**src/rtl/cocl_pkg.sv**
```systemverilog
// Purpose: Shared constants for the chip option configuration latch.
// Assumes: 32-bit APB register bus, 24-bit global option storage address.
// Notes:   Offsets are byte addresses; each register takes one aligned word.
package cocl_pkg;

    // =====================================================================
    // Register map
    // =====================================================================
    localparam logic [7:0]  CTRL_OFFSET       = 8'h00;
    localparam logic [7:0]  STATUS_OFFSET     = 8'h04;
    localparam logic [7:0]  ADC_RESULT_OFFSET = 8'h08;
    localparam logic [7:0]  VOLTAGE_REGULATOR_BASE         = 8'h40;
    localparam logic [7:0]  VOLTAGE_REGULATOR_LAST         = 8'h7C;
    localparam logic [7:0]  VOLTAGE_REGULATOR_HTTR_OFFSET  = 8'h40;
    localparam logic [7:0]  VOLTAGE_REGULATOR_PTTR_OFFSET  = 8'h44;

    // =====================================================================
    // Field layout and reset values
    // =====================================================================
    localparam int          CTRL_CHAN_LSB     = 0;
    localparam int          CTRL_SENSOR_SOURCE_SELECT_BIT     = 8;
    localparam logic [31:0] CTRL_RESET        = 32'h0000_0000;
    localparam int          STAT_PTRIM_LSB    = 0;
    localparam int          STAT_HTRIM_LSB    = 8;
    localparam int          STAT_OSC_BIT      = 16;
    localparam int          STAT_BUSY_BIT     = 17;
    localparam int          STAT_CH17_BIT     = 18;
    localparam logic [4:0]  CHAN_TEMP_SENSOR  = 5'h11;
    localparam logic [5:0]  PTRIM_RESET       = 6'h00;
    localparam logic [3:0]  HTRIM_RESET       = 4'h0;
    localparam int          ADC_RAW_WIDTH     = 12;
    localparam int          ADC_RES_WIDTH     = 10;

    // =====================================================================
    // Option storage addresses
    // =====================================================================
    localparam logic [23:0] PTRIM_NVM_ADDR    = 24'h40_00F0;
    localparam logic [23:0] HTRIM_NVM_ADDR    = 24'h40_00F2;

    // Loader states.
    typedef enum logic [1:0] {
        LD_IDLE  = 2'b00,
        LD_PTRIM = 2'b01,
        LD_HTRIM = 2'b10
    } cocl_ld_state_t;

endpackage

```
**src/rtl/cocl_trim_loader.sv**
```systemverilog
// Purpose: Reset-sequence loader of the trim fields from option storage.
// Assumes: Option storage answers on the same clock with a one-cycle ack.
// Notes:   Each start pulse restarts a full load of both trim fields.
`timescale 1ns/10ps
module cocl_trim_loader (
    // Clock and reset.
    input  wire logic        clk,
    input  wire logic        rst,
    // Load request.
    input  wire logic        start,
    output logic             busy,
    // Option storage read port.
    output logic             nvm_req,
    output logic [23:0]      nvm_addr,
    input  wire logic        nvm_ack,
    input  wire logic [7:0]  nvm_rdata,
    // Loaded trim values.
    output logic [5:0]       ptrim,
    output logic [3:0]       htrim
);

    cocl_pkg::cocl_ld_state_t state_reg;
    cocl_pkg::cocl_ld_state_t state_next;
    logic [23:0]              addr_reg;
    logic [23:0]              addr_next;
    logic [5:0]               ptrim_reg;
    logic [3:0]               htrim_reg;
    wire                      take_pt = (state_reg == cocl_pkg::LD_PTRIM) && nvm_ack;
    wire                      take_ht = (state_reg == cocl_pkg::LD_HTRIM) && nvm_ack;

    // =====================================================================
    // Sequencer
    // =====================================================================
    // A start during a load restarts it, so the newest reset always wins.
    always_comb begin
        state_next = state_reg;
        addr_next  = addr_reg;
        unique case (state_reg)
            cocl_pkg::LD_IDLE: begin
            end
            cocl_pkg::LD_PTRIM: begin
                if (take_pt) begin
                    state_next = cocl_pkg::LD_HTRIM;
                    addr_next  = cocl_pkg::HTRIM_NVM_ADDR;
                end
            end
            cocl_pkg::LD_HTRIM: begin
                if (take_ht) begin
                    state_next = cocl_pkg::LD_IDLE;
                end
            end
            default: begin
                state_next = cocl_pkg::LD_IDLE;
            end
        endcase
        if (start) begin
            state_next = cocl_pkg::LD_PTRIM;
            addr_next  = cocl_pkg::PTRIM_NVM_ADDR;
        end
    end

    // State, address and trim registers.
    always_ff @(posedge clk or posedge rst) begin
        if (rst) begin
            state_reg <= cocl_pkg::LD_IDLE;
            addr_reg  <= 24'h00_0000;
            ptrim_reg <= cocl_pkg::PTRIM_RESET;
            htrim_reg <= cocl_pkg::HTRIM_RESET;
        end else begin
            state_reg <= state_next;
            addr_reg  <= addr_next;
            if (take_pt && !start) begin
                ptrim_reg <= nvm_rdata[5:0];
            end
            if (take_ht && !start) begin
                htrim_reg <= nvm_rdata[3:0];
            end
        end
    end

    // Handshake outputs follow the state; data outputs come from flops.
    assign busy     = (state_reg != cocl_pkg::LD_IDLE);
    assign nvm_req  = busy;
    assign nvm_addr = addr_reg;
    assign ptrim    = ptrim_reg;
    assign htrim    = htrim_reg;

    // =====================================================================
    // Checks
    // =====================================================================
    a_ptrim_load_value: assert property (@(posedge clk) disable iff (rst)
        (take_pt && !start) |=> (ptrim == $past(nvm_rdata[5:0])) && (nvm_addr == cocl_pkg::HTRIM_NVM_ADDR))
        else $error("periodic timer trim not loaded from option byte");
    a_htrim_load_value: assert property (@(posedge clk) disable iff (rst)
        (take_ht && !start) |=> (htrim == $past(nvm_rdata[3:0])) && !busy)
        else $error("high temperature trim not loaded from option byte");
    a_load_start_addr: assert property (@(posedge clk) disable iff (rst)
        start |=> nvm_req && (nvm_addr == cocl_pkg::PTRIM_NVM_ADDR))
        else $error("load did not start at the timer trim address");

endmodule

```
**src/rtl/cocl_top.sv**
```systemverilog
// Purpose: Chip option configuration latch with APB register access.
// Assumes: CORE_CLK at 250 MHz; RESET_PIN_N, OSC_SEL and cause inputs are
//          asynchronous pins and are synchronised before use.
// Notes:   SYS_RST clears the logic once at power-up; chip resets arrive on
//          RESET_PIN_N and each one reloads the trim fields.
`timescale 1ns/10ps

// Contract
// - Channel 17 selected only by pattern 10001.
// - Load timer trim from option byte bits 5:0.
// - Reserved regulator reads return zero.
// - Reserved regulator writes ignored, never aborted.
// - Load high temperature trim each reset.
// - Source select one: bandgap; zero: sensor.
// - Sample oscillator select while reset pin low.
// - Sample only for qualifying reset causes.
// - Freeze sampled value at reset pin rise.
// - Zero low-power oscillator; one full swing.
// - Converter results are ten bits only.
module cocl_top (
    // Clock and reset.
    input  wire logic        CORE_CLK,
    input  wire logic        SYS_RST,
    // APB slave.
    input  wire logic        PSEL,
    input  wire logic        PENABLE,
    input  wire logic        PWRITE,
    input  wire logic [7:0]  PADDR,
    input  wire logic [31:0] PWDATA,
    output logic [31:0]      PRDATA,
    output logic             PREADY,
    output logic             PSLVERR,
    // Option storage read port.
    output logic             NVM_REQ,
    output logic [23:0]      NVM_ADDR,
    input  wire logic        NVM_ACK,
    input  wire logic [7:0]  NVM_RDATA,
    // Reset pin, causes and oscillator select.
    input  wire logic        RESET_PIN_N,
    input  wire logic        RST_CAUSE_POR_LV,
    input  wire logic        RST_CAUSE_CLK_MON,
    input  wire logic        SELF_CLOCK_MODE,
    input  wire logic        FULL_STOP_MODE,
    input  wire logic        CLK_QUALITY_CHECK,
    input  wire logic        OSC_CONFIG_SELECT,
    // Converter side.
    input  wire logic [11:0] ADC_RAW_RESULT,
    output logic [4:0]       ADC_CONVERSION_CONTROL,
    output logic             ADC_CH17_SELECTED,
    output logic             ADC_CH17_TEMP_SENSOR,
    output logic             SENSOR_SOURCE_SELECT,
    // Trim and oscillator configuration.
    output logic [5:0]       PERIODIC_TIMER_TRIM,
    output logic [3:0]       HIGH_TEMP_TRIM,
    output logic             OSC_FULL_SWING,
    output logic             LOAD_BUSY
);

    // =====================================================================
    // Declarations
    // =====================================================================
    logic [31:0] ctrl_reg;
    logic [31:0] prdata_reg;
    logic [31:0] prdata_next;
    logic        pslverr_reg;
    logic        pslverr_next;
    logic [9:0]  adc_res_reg;
    logic [5:0]  sync1_reg;
    logic [5:0]  sync2_reg;
    logic        pin_sync1_reg;
    logic        pin_sync2_reg;
    logic        pin_prev_reg;
    logic        osc_sample_reg;
    logic        qual_seen_reg;
    logic        osc_cfg_reg;
    logic        start_reg;
    logic        loader_busy;
    logic [5:0]  ptrim;
    logic [3:0]  htrim;

    // Fixed-width helper: does an address fall in the regulator window.
    function automatic logic in_voltage_regulator(input logic [7:0] a);
        in_voltage_regulator = (a >= cocl_pkg::VOLTAGE_REGULATOR_BASE) && (a <= cocl_pkg::VOLTAGE_REGULATOR_LAST);
    endfunction

    // =====================================================================
    // APB decode
    // =====================================================================
    // Reads are prepared in the setup cycle, so the slave never waits.
    wire        setup_rd   = PSEL && !PENABLE;
    wire        access_wr  = PSEL && PENABLE && PWRITE;
    wire        hit_ctrl   = (PADDR == cocl_pkg::CTRL_OFFSET);
    wire        hit_status = (PADDR == cocl_pkg::STATUS_OFFSET);
    wire        hit_adc    = (PADDR == cocl_pkg::ADC_RESULT_OFFSET);
    wire        hit_httr   = (PADDR == cocl_pkg::VOLTAGE_REGULATOR_HTTR_OFFSET);
    wire        hit_pttr   = (PADDR == cocl_pkg::VOLTAGE_REGULATOR_PTTR_OFFSET);
    wire        hit_voltage_regulator   = in_voltage_regulator(PADDR);
    wire        hit_known  = hit_ctrl || hit_status || hit_adc || hit_voltage_regulator;
    wire        wr_ctrl    = access_wr && hit_ctrl;
    wire [31:0] status_word = {13'h0000, ADC_CH17_SELECTED, loader_busy, osc_cfg_reg,
                               4'h0, htrim, 2'h0, ptrim};

    // Read data mux; the regulator window answers zero off its two words.
    always_comb begin
        prdata_next  = 32'h0000_0000;
        pslverr_next = !hit_known;
        if (hit_ctrl) begin
            prdata_next = ctrl_reg;
        end else if (hit_status) begin
            prdata_next = status_word;
        end else if (hit_adc) begin
            prdata_next = {22'h00_0000, adc_res_reg};
        end else if (hit_httr) begin
            prdata_next = {28'h000_0000, htrim};
        end else if (hit_pttr) begin
            prdata_next = {26'h000_0000, ptrim};
        end else if (hit_voltage_regulator) begin
            prdata_next = 32'h0000_0000;
        end
    end

    // Captured read answer and error flag, valid through the access phase.
    always_ff @(posedge CORE_CLK or posedge SYS_RST) begin
        if (SYS_RST) begin
            prdata_reg  <= 32'h0000_0000;
            pslverr_reg <= 1'b0;
        end else if (setup_rd) begin
            prdata_reg  <= PWRITE ? 32'h0000_0000 : prdata_next;
            pslverr_reg <= pslverr_next;
        end
    end

    assign PRDATA  = prdata_reg;
    assign PREADY  = 1'b1;
    assign PSLVERR = pslverr_reg;

    // =====================================================================
    // Control register
    // =====================================================================
    // Only the channel and source fields are writable; the regulator window
    // has no writable word, so writes there drop on the floor.
    always_ff @(posedge CORE_CLK or posedge SYS_RST) begin
        if (SYS_RST) begin
            ctrl_reg <= cocl_pkg::CTRL_RESET;
        end else if (wr_ctrl) begin
            ctrl_reg <= {23'h00_0000, PWDATA[cocl_pkg::CTRL_SENSOR_SOURCE_SELECT_BIT], 3'h0,
                         PWDATA[cocl_pkg::CTRL_CHAN_LSB +: 5]};
        end
    end

    // Channel 17 routing toward the converter.
    assign ADC_CONVERSION_CONTROL = ctrl_reg[cocl_pkg::CTRL_CHAN_LSB +: 5];
    assign ADC_CH17_SELECTED      = (ADC_CONVERSION_CONTROL == cocl_pkg::CHAN_TEMP_SENSOR);
    assign SENSOR_SOURCE_SELECT   = ctrl_reg[cocl_pkg::CTRL_SENSOR_SOURCE_SELECT_BIT];
    assign ADC_CH17_TEMP_SENSOR   = ADC_CH17_SELECTED && !SENSOR_SOURCE_SELECT;

    // =====================================================================
    // Converter result
    // =====================================================================
    // The two least significant bits are dropped: only ten bits are honest.
    always_ff @(posedge CORE_CLK or posedge SYS_RST) begin
        if (SYS_RST) begin
            adc_res_reg <= 10'h000;
        end else begin
            adc_res_reg <= ADC_RAW_RESULT[cocl_pkg::ADC_RAW_WIDTH-1 -: cocl_pkg::ADC_RES_WIDTH];
        end
    end

    // =====================================================================
    // Pin synchronisers
    // =====================================================================
    // Synchronisers reset to the idle pin levels: reset pin released high.
    // Each pin gets its own pair of flops; merging two raw pins in front of
    // the first flop would let a glitch on either one through unfiltered.
    always_ff @(posedge CORE_CLK or posedge SYS_RST) begin
        if (SYS_RST) begin
            sync1_reg     <= 6'h00;
            sync2_reg     <= 6'h00;
            pin_sync1_reg <= 1'b1;
            pin_sync2_reg <= 1'b1;
            pin_prev_reg  <= 1'b1;
        end else begin
            sync1_reg     <= {OSC_CONFIG_SELECT, CLK_QUALITY_CHECK, RST_CAUSE_POR_LV,
                              RST_CAUSE_CLK_MON, SELF_CLOCK_MODE, FULL_STOP_MODE};
            sync2_reg     <= sync1_reg;
            pin_sync1_reg <= RESET_PIN_N;
            pin_sync2_reg <= pin_sync1_reg;
            pin_prev_reg  <= pin_sync2_reg;
        end
    end

    // =====================================================================
    // Oscillator configuration latch
    // =====================================================================
    wire osc_sel_s   = sync2_reg[5];
    wire qc_active_s = sync2_reg[4];
    wire por_lv_s    = sync2_reg[3];
    wire clk_mon_s   = sync2_reg[2];
    wire low_mode_s  = sync2_reg[1] || sync2_reg[0];
    wire qualifying  = por_lv_s || clk_mon_s || low_mode_s;
    wire sample_now  = !pin_sync2_reg && qc_active_s && qualifying;
    wire pin_rise    = pin_sync2_reg && !pin_prev_reg;

    // Sample tracks the select during a qualifying low phase; the rise of
    // the reset pin then freezes it. Other resets leave the latch alone.
    always_ff @(posedge CORE_CLK or posedge SYS_RST) begin
        if (SYS_RST) begin
            osc_sample_reg <= 1'b0;
            qual_seen_reg  <= 1'b0;
            osc_cfg_reg    <= 1'b0;
        end else begin
            if (sample_now) begin
                osc_sample_reg <= osc_sel_s;
            end
            if (pin_rise) begin
                qual_seen_reg <= 1'b0;
            end else if (sample_now) begin
                qual_seen_reg <= 1'b1;
            end
            if (pin_rise && qual_seen_reg) begin
                osc_cfg_reg <= osc_sample_reg;
            end
        end
    end

    // Zero picks the loop-controlled oscillator, one the full swing path.
    assign OSC_FULL_SWING = osc_cfg_reg;

    // =====================================================================
    // Trim loading
    // =====================================================================
    // A load runs once after power-up and again at each reset pin release.
    always_ff @(posedge CORE_CLK or posedge SYS_RST) begin
        if (SYS_RST) begin
            start_reg <= 1'b1;
        end else begin
            start_reg <= pin_rise;
        end
    end

    cocl_trim_loader u_loader (
        .clk       (CORE_CLK),
        .rst       (SYS_RST),
        .start     (start_reg),
        .busy      (loader_busy),
        .nvm_req   (NVM_REQ),
        .nvm_addr  (NVM_ADDR),
        .nvm_ack   (NVM_ACK),
        .nvm_rdata (NVM_RDATA),
        .ptrim     (ptrim),
        .htrim     (htrim)
    );

    assign PERIODIC_TIMER_TRIM = ptrim;
    assign HIGH_TEMP_TRIM      = htrim;
    assign LOAD_BUSY           = loader_busy || start_reg;

    // =====================================================================
    // Checks
    // =====================================================================
    a_ch17_select_pattern: assert property (@(posedge CORE_CLK) disable iff (SYS_RST)
        wr_ctrl |=> (ADC_CH17_SELECTED == ($past(PWDATA[4:0]) == 5'h11)))
        else $error("channel 17 selection does not follow written pattern");
    a_ch17_source_map: assert property (@(posedge CORE_CLK) disable iff (SYS_RST)
        wr_ctrl && PWDATA[8] |=> !ADC_CH17_TEMP_SENSOR && SENSOR_SOURCE_SELECT)
        else $error("bandgap select still routes temperature sensor");
    a_voltage_regulator_read_zero: assert property (@(posedge CORE_CLK) disable iff (SYS_RST)
        (setup_rd && !PWRITE && hit_voltage_regulator && !hit_httr && !hit_pttr) |=> (PRDATA == 32'h0000_0000))
        else $error("reserved regulator read not zero");
    a_voltage_regulator_no_abort: assert property (@(posedge CORE_CLK) disable iff (SYS_RST)
        (setup_rd && hit_voltage_regulator) |=> !PSLVERR)
        else $error("regulator space access raised an error");
    a_voltage_regulator_write_ignored: assert property (@(posedge CORE_CLK) disable iff (SYS_RST)
        (access_wr && hit_voltage_regulator) |=> $stable(ctrl_reg) && $stable(HIGH_TEMP_TRIM))
        else $error("regulator space write changed state");
    a_adc_ten_bits: assert property (@(posedge CORE_CLK) disable iff (SYS_RST)
        (setup_rd && !PWRITE && hit_adc) |=> (PRDATA[31:10] == 22'h00_0000)
            && (PRDATA[9:0] == $past(adc_res_reg)))
        else $error("converter result wider than ten bits");
    a_osc_freeze_rise: assert property (@(posedge CORE_CLK) disable iff (SYS_RST)
        (pin_rise && qual_seen_reg) |=> (OSC_FULL_SWING == $past(osc_sample_reg)))
        else $error("oscillator configuration not frozen at reset release");
    a_osc_hold_other: assert property (@(posedge CORE_CLK) disable iff (SYS_RST)
        (pin_rise && !qual_seen_reg) |=> $stable(OSC_FULL_SWING))
        else $error("non-qualifying reset changed oscillator configuration");
    a_reload_on_reset: assert property (@(posedge CORE_CLK) disable iff (SYS_RST)
        pin_rise |-> ##2 NVM_REQ && (NVM_ADDR == cocl_pkg::PTRIM_NVM_ADDR))
        else $error("reset release did not start trim reload");
    a_load_busy_rise: assert property (@(posedge CORE_CLK) disable iff (SYS_RST)
        pin_rise |=> LOAD_BUSY)
        else $error("reset release did not raise the load busy flag");
    a_trim_hold_idle: assert property (@(posedge CORE_CLK) disable iff (SYS_RST)
        (!loader_busy && !start_reg) |=> $stable(PERIODIC_TIMER_TRIM) && $stable(HIGH_TEMP_TRIM))
        else $error("trim value changed outside a load");
    a_osc_no_sample_high: assert property (@(posedge CORE_CLK) disable iff (SYS_RST)
        pin_sync2_reg |=> $stable(osc_sample_reg))
        else $error("oscillator select sampled while reset pin high");
    a_osc_no_sample_other: assert property (@(posedge CORE_CLK) disable iff (SYS_RST)
        !qualifying |=> $stable(osc_sample_reg))
        else $error("oscillator select sampled for a non-qualifying reset");

endmodule

```
**config.mk**
```make
export PLATFORM = sky130hd
export DESIGN_NAME = cocl_top
export DESIGN_NICKNAME = d
export VERILOG_FILES = /design/src/rtl/cocl_pkg.sv /design/src/rtl/cocl_trim_loader.sv /design/src/rtl/cocl_top.sv
export SDC_FILE = /design/constraint.sdc
export NUM_CORES = 1
export LEC_CHECK = 0
export BUFFER_PORTS_ARGS = -buffer_cell sky130_fd_sc_hd__buf_4
export CAP_MARGIN = 0
export CORE_AREA = 2 2 116 106
export CTS_CLUSTER_SIZE = 8
export DETAILED_ROUTE_END_ITERATION = 10
export DIE_AREA = 0 0 118 108
export PLACE_DENSITY_LB_ADDON = 0.3
export SLEW_MARGIN = 10
export SYNTH_ARGS = -nofsm -noshare
export SYNTH_HDL_FRONTEND = slang
export SYNTH_SLANG_ARGS = --single-unit
```
**constraint.sdc**
```tcl
create_clock -name CORE_CLK -period 4.5 [get_ports CORE_CLK]
set_clock_uncertainty 0.1 [all_clocks]
set_input_delay 0.675 -clock CORE_CLK [delete_from_list [all_inputs] [get_ports CORE_CLK]]
set_output_delay 0.675 -clock CORE_CLK [all_outputs]
set_load 0.05 [all_outputs]
```
==> impl_metrics.prom <==
# TYPE chip_impl_metric gauge
chip_impl_metric{name="initial_antenna_violation_count",unit=""} 0
chip_impl_metric{name="synth_mux_area_share",unit="%"} 7.93
chip_impl_metric{name="drc_violation_count_after_routing",unit=""} 0
chip_impl_metric{name="xor_xnor_share_of_the_synthesized_area",unit="%"} 0
chip_impl_info{name="synth.top_cells.by_count",value="61 x sky130_fd_sc_hd__dfrtp_1, 40 x sky130_fd_sc_hd__buf_4, 18 x sky130_fd_sc_hd__mux2_2, 18 x sky130_fd_sc_hd__nor2_1, 11 x sky130_fd_sc_hd__nand2_1"} 1
chip_impl_metric{name="die_x",unit="um"} 118
chip_impl_metric{name="grt.total_usage",unit="%"} 11.3
chip_impl_info{name="hp-class",value="flop to flop"} 1
chip_impl_info{name="endpoint_kind",value="output pin"} 1
chip_impl_metric{name="routed_wire_length_per_instance",unit="um"} 14.4
chip_impl_metric{name="power_density",unit="nW/um2"} 456
chip_impl_metric{name="yosys_warnings",unit=""} 0
chip_impl_metric{name="largest_register_ff_count",unit=""} 15
chip_impl_metric{name="finalSetupTns",unit="ps"} 0
chip_impl_metric{name="grt.overflow.total",unit=""} 0
chip_impl_metric{name="fin_crit_sh",unit="%"} 51.4
chip_impl_metric{name="clock_tree.buffer_depth",unit=""} 2
chip_impl_metric{name="setup_slack_of_the_worst_register_to_register_path",unit="ps"} 3010
chip_impl_metric{name="rows",unit=""} 37
chip_impl_metric{name="clock_latency",unit="ps"} 320
chip_impl_metric{name="finalMaxSlewViolations",unit=""} 0
chip_impl_metric{name="design.final.nets",unit=""} 401
chip_impl_metric{name="ctsHtreeMaxLevel",unit=""} 3
chip_impl_info{name="post-synth-top-count-cell",value="sky130_fd_sc_hd__dfrtp_1"} 1
chip_impl_metric{name="max-cap-violations",unit=""} 0
chip_impl_metric{name="synth_adder_area_share",unit="%"} 0
chip_impl_metric{name="maximum_fanout_along_the_worst_path",unit=""} 4
chip_impl_metric{name="routed_wl",unit="um"} 7050
chip_impl_metric{name="grt_start_max_net_pins",unit=""} 35
chip_impl_metric{name="stdcell_count",unit=""} 489
chip_impl_metric{name="detailed_place_hpwl",unit="um"} 5350
chip_impl_metric{name="dp_worst_setup_slack",unit="ps"} 2130
chip_impl_metric{name="number_of_placed_instances_taps_included",unit=""} 473
chip_impl_info{name="rsz0062_at_grt",value="false"} 1
chip_impl_metric{name="netlist-cell-type-count",unit=""} 43
chip_impl_metric{name="detail_route_antenna_nets",unit=""} 0
chip_impl_info{name="startpoint",value="ctrl_reg[3]$_DFFE_PP0P_"} 1
chip_impl_metric{name="finalWeightedCongestion",unit=""} 0.798
chip_impl_info{name="worst_setup_path_start_kind",value="flop"} 1
chip_impl_metric{name="core_area",unit="um2"} 11400
chip_impl_metric{name="ir_drop",unit="V"} 0.000199
chip_impl_metric{name="post_cts_resized",unit=""} 0
chip_impl_metric{name="synthToLayoutAreaGrowth",unit="%"} 29.6
chip_impl_metric{name="placement.io_buffers",unit=""} 85
chip_impl_metric{name="finalHoldViolations",unit=""} 0
chip_impl_metric{name="violation_count_after_the_first_detailed_routing_iteration",unit=""} 99
chip_impl_metric{name="number_of_synthesized_flops_with_an_enable_pin",unit=""} 0
chip_impl_metric{name="syn_area",unit="um2"} 2940
chip_impl_metric{name="drive_gt1_share",unit="%"} 39.9
chip_impl_metric{name="fp.dieArea",unit="um2"} 12700
chip_impl_info{name="worstHoldStart",value="sync1_reg[2]$_DFF_PP0_"} 1
chip_impl_metric{name="synthDominantCellAreaShare",unit="%"} 52.0
chip_impl_metric{name="vias_per_cell",unit=""} 4.16
chip_impl_info{name="critical_path.reg2reg.startpoint",value="u_loader.state_reg[1]$_DFFE_PP0P_"} 1
chip_impl_metric{name="leakagePower",unit="nW"} 1.81
chip_impl_metric{name="postSynthAreaPerCell",unit="um2"} 12.0
chip_impl_metric{name="cts_buffers",unit=""} 9
chip_impl_info{name="synth_top_flop_cell",value="sky130_fd_sc_hd__dfrtp_1"} 1
chip_impl_metric{name="tritoncts_num_sinks",unit=""} 65
chip_impl_metric{name="finalSetupViolations",unit=""} 0
chip_impl_metric{name="postSynthCellCount",unit=""} 244
chip_impl_metric{name="worstPathArrival",unit="ps"} 1540
chip_impl_metric{name="hold_depth",unit=""} 0
chip_impl_info{name="path_class",value="flop to output pin"} 1
chip_impl_metric{name="post_synthesis_sequential_area_ratio",unit="%"} 55.6
chip_impl_metric{name="synth-compound-area-share",unit="%"} 10.4
chip_impl_info{name="combinational_family_with_the_most_area_after_synthesis",value="buffers and inverters"} 1
chip_impl_metric{name="total_power",unit="mW"} 1.74
chip_impl_metric{name="reg2regPathDepth",unit=""} 3
chip_impl_metric{name="fraction_of_registers_with_async_set_reset",unit="%"} 100
chip_impl_metric{name="post_cts_hold_buffer_count",unit=""} 0
chip_impl_metric{name="boundaryPins",unit=""} 152
chip_impl_metric{name="first_pass_iters",unit=""} 4
chip_impl_metric{name="clock_transition_at_the_register_clock_pins_on_the_worst_setup_and_hold_paths_after_cts",unit="ps"} 60
chip_impl_info{name="run_status",value="complete, no violations"} 1
chip_impl_metric{name="final.setup.worst_slack",unit="ps"} 2190
chip_impl_info{name="root_buffer",value="sky130_fd_sc_hd__clkbuf_16"} 1
chip_impl_metric{name="first_global_vias",unit=""} 2032
chip_impl_metric{name="post-route-min-period",unit="ps"} 2310
chip_impl_metric{name="post_synth_and_or_nand_nor_area_fraction",unit="%"} 12.1
chip_impl_info{name="tritoncts",value="yes"} 1
chip_impl_metric{name="floorplan.initialDensity",unit="%"} 25.7
chip_impl_metric{name="route.vias.total",unit=""} 2033
chip_impl_metric{name="max_slew.worst_pin.slew",unit="ps"} 873
chip_impl_metric{name="yosys_register_bits",unit=""} 65
chip_impl_info{name="post-synth-top-area-cell",value="sky130_fd_sc_hd__dfrtp_1"} 1
chip_impl_metric{name="grt_first_pass_wirelength",unit="um"} 10800
chip_impl_metric{name="critPathRequiredTime",unit="ps"} 3720
chip_impl_metric{name="max_freq",unit="GHz"} 0.432
chip_impl_metric{name="die_height",unit="um"} 108
chip_impl_info{name="synth_area_leaders",value="sky130_fd_sc_hd__dfrtp_1 52%, sky130_fd_sc_hd__buf_4 10%, sky130_fd_sc_hd__mux2_2 6.9%"} 1
chip_impl_metric{name="diodes",unit=""} 0
chip_impl_metric{name="maxSlewHeadroom",unit="%"} 41.8
chip_impl_metric{name="post_cts_buffers",unit=""} 0
final cells by class:
cell class / count / area [um2]
timing repair buffer: 87 / 653
clock inverter: 6 / 45.0
inverter: 6 / 22.5
clock buffer: 10 / 229
multi-input combinational: 159 / 1030
fill: 1176 / 7630
tap: 156 / 195
sequential: 65 / 1630
path summary, 6_finish.rpt:
| path | endpoint |
|---|---|
| worst max-delay path | ADC_CH17_TEMP_SENSOR |
| worst max register to register | u_loader.ptrim[4]$_DFFE_PP0P_ |
| worst min register to register | sync2_reg[2]$_DFF_PP0_ |
| max in group asynchronous | PRDATA[9]$_DFFE_PP0P_ |
| min in group asynchronous | sync1_reg[3]$_DFF_PP0_ |
| worst min-delay path | sync2_reg[2]$_DFF_PP0_ |
worst max-delay path: stages (launching register included):
cell and delay, ps:
sky130_fd_sc_hd__dfrtp_1 420, sky130_fd_sc_hd__nor4b_1 340, sky130_fd_sc_hd__nand2_1 120, sky130_fd_sc_hd__nor2_1 120
sky130_fd_sc_hd__buf_4 210
cell families after synthesis:
family | count (synthesis)
buffers and inverters | 54
AND/OR/NAND/NOR | 60
AO/OA/AOI/OAI | 42
multiplexers | 21
other | 2
flip-flops | 65
routing by layer:
layer	GRT usage, %	share of wire, %	up-vias
met1	15.1	47	968
met3	3.32	6.5	10
met4	5.59	1.8	0
met5	0	0	-
met2	16.8	45	96
li1	-	-	959
layout by cell type (no fill, tap or decap), types with 2 or more instances in the layout:
cell type / netlist / final
sky130_fd_sc_hd__a211oi_1: 2 / 2
sky130_fd_sc_hd__a21oi_1: 6 / 6
sky130_fd_sc_hd__a22o_1: 9 / 9
sky130_fd_sc_hd__a22oi_1: 2 / 2
sky130_fd_sc_hd__a2bb2oi_1: 3 / 3
sky130_fd_sc_hd__a32o_1: 5 / 5
sky130_fd_sc_hd__buf_4: 40 / 87
sky130_fd_sc_hd__clkbuf_16: 0 / 9
sky130_fd_sc_hd__clkinvlp_4: 0 / 3
sky130_fd_sc_hd__conb_1: 2 / 36
sky130_fd_sc_hd__dfrtp_1: 61 / 61
sky130_fd_sc_hd__dfstp_2: 4 / 4
sky130_fd_sc_hd__inv_1: 6 / 5
sky130_fd_sc_hd__mux2_2: 18 / 18
sky130_fd_sc_hd__mux2i_1: 3 / 3
sky130_fd_sc_hd__nand2_1: 11 / 11
sky130_fd_sc_hd__nand2b_1: 4 / 4
sky130_fd_sc_hd__nand4_1: 2 / 2
sky130_fd_sc_hd__nor2_1: 18 / 18
sky130_fd_sc_hd__nor2b_1: 3 / 3
sky130_fd_sc_hd__nor3b_1: 3 / 3
sky130_fd_sc_hd__o21ai_0: 6 / 6
sky130_fd_sc_hd__o22ai_1: 6 / 6
sky130_fd_sc_hd__or2_2: 2 / 2
sky130_fd_sc_hd__or3_1: 2 / 2
sky130_fd_sc_hd__or4_1: 2 / 2
metrics by stage:
step / instance area [um2] / hold slack, ps / utilization, %
global placement: 3530 / 234 / 30.9
CTS: 3800 / 249 / 33.3
global route: 3800 / 252 / 33.3
detailed placement: 3530 / 236 / 30.9
floorplan: 3060 / 231 / -
finish: 3800 / 247 / 33.3
power breakdown:
part / switching, mW / leakage (nW) / internal, mW / total (mW)
Clock: 0.256 / 0.125 / 0.374 / 0.630
Combinational: 0.288 / 0.886 / 0.127 / 0.416
Sequential: 0.0510 / 0.803 / 0.639 / 0.690
Total: 0.595 / 1.81 / 1.14 / 1.74
No activity file was read; power rests on OpenSTA's default activity.
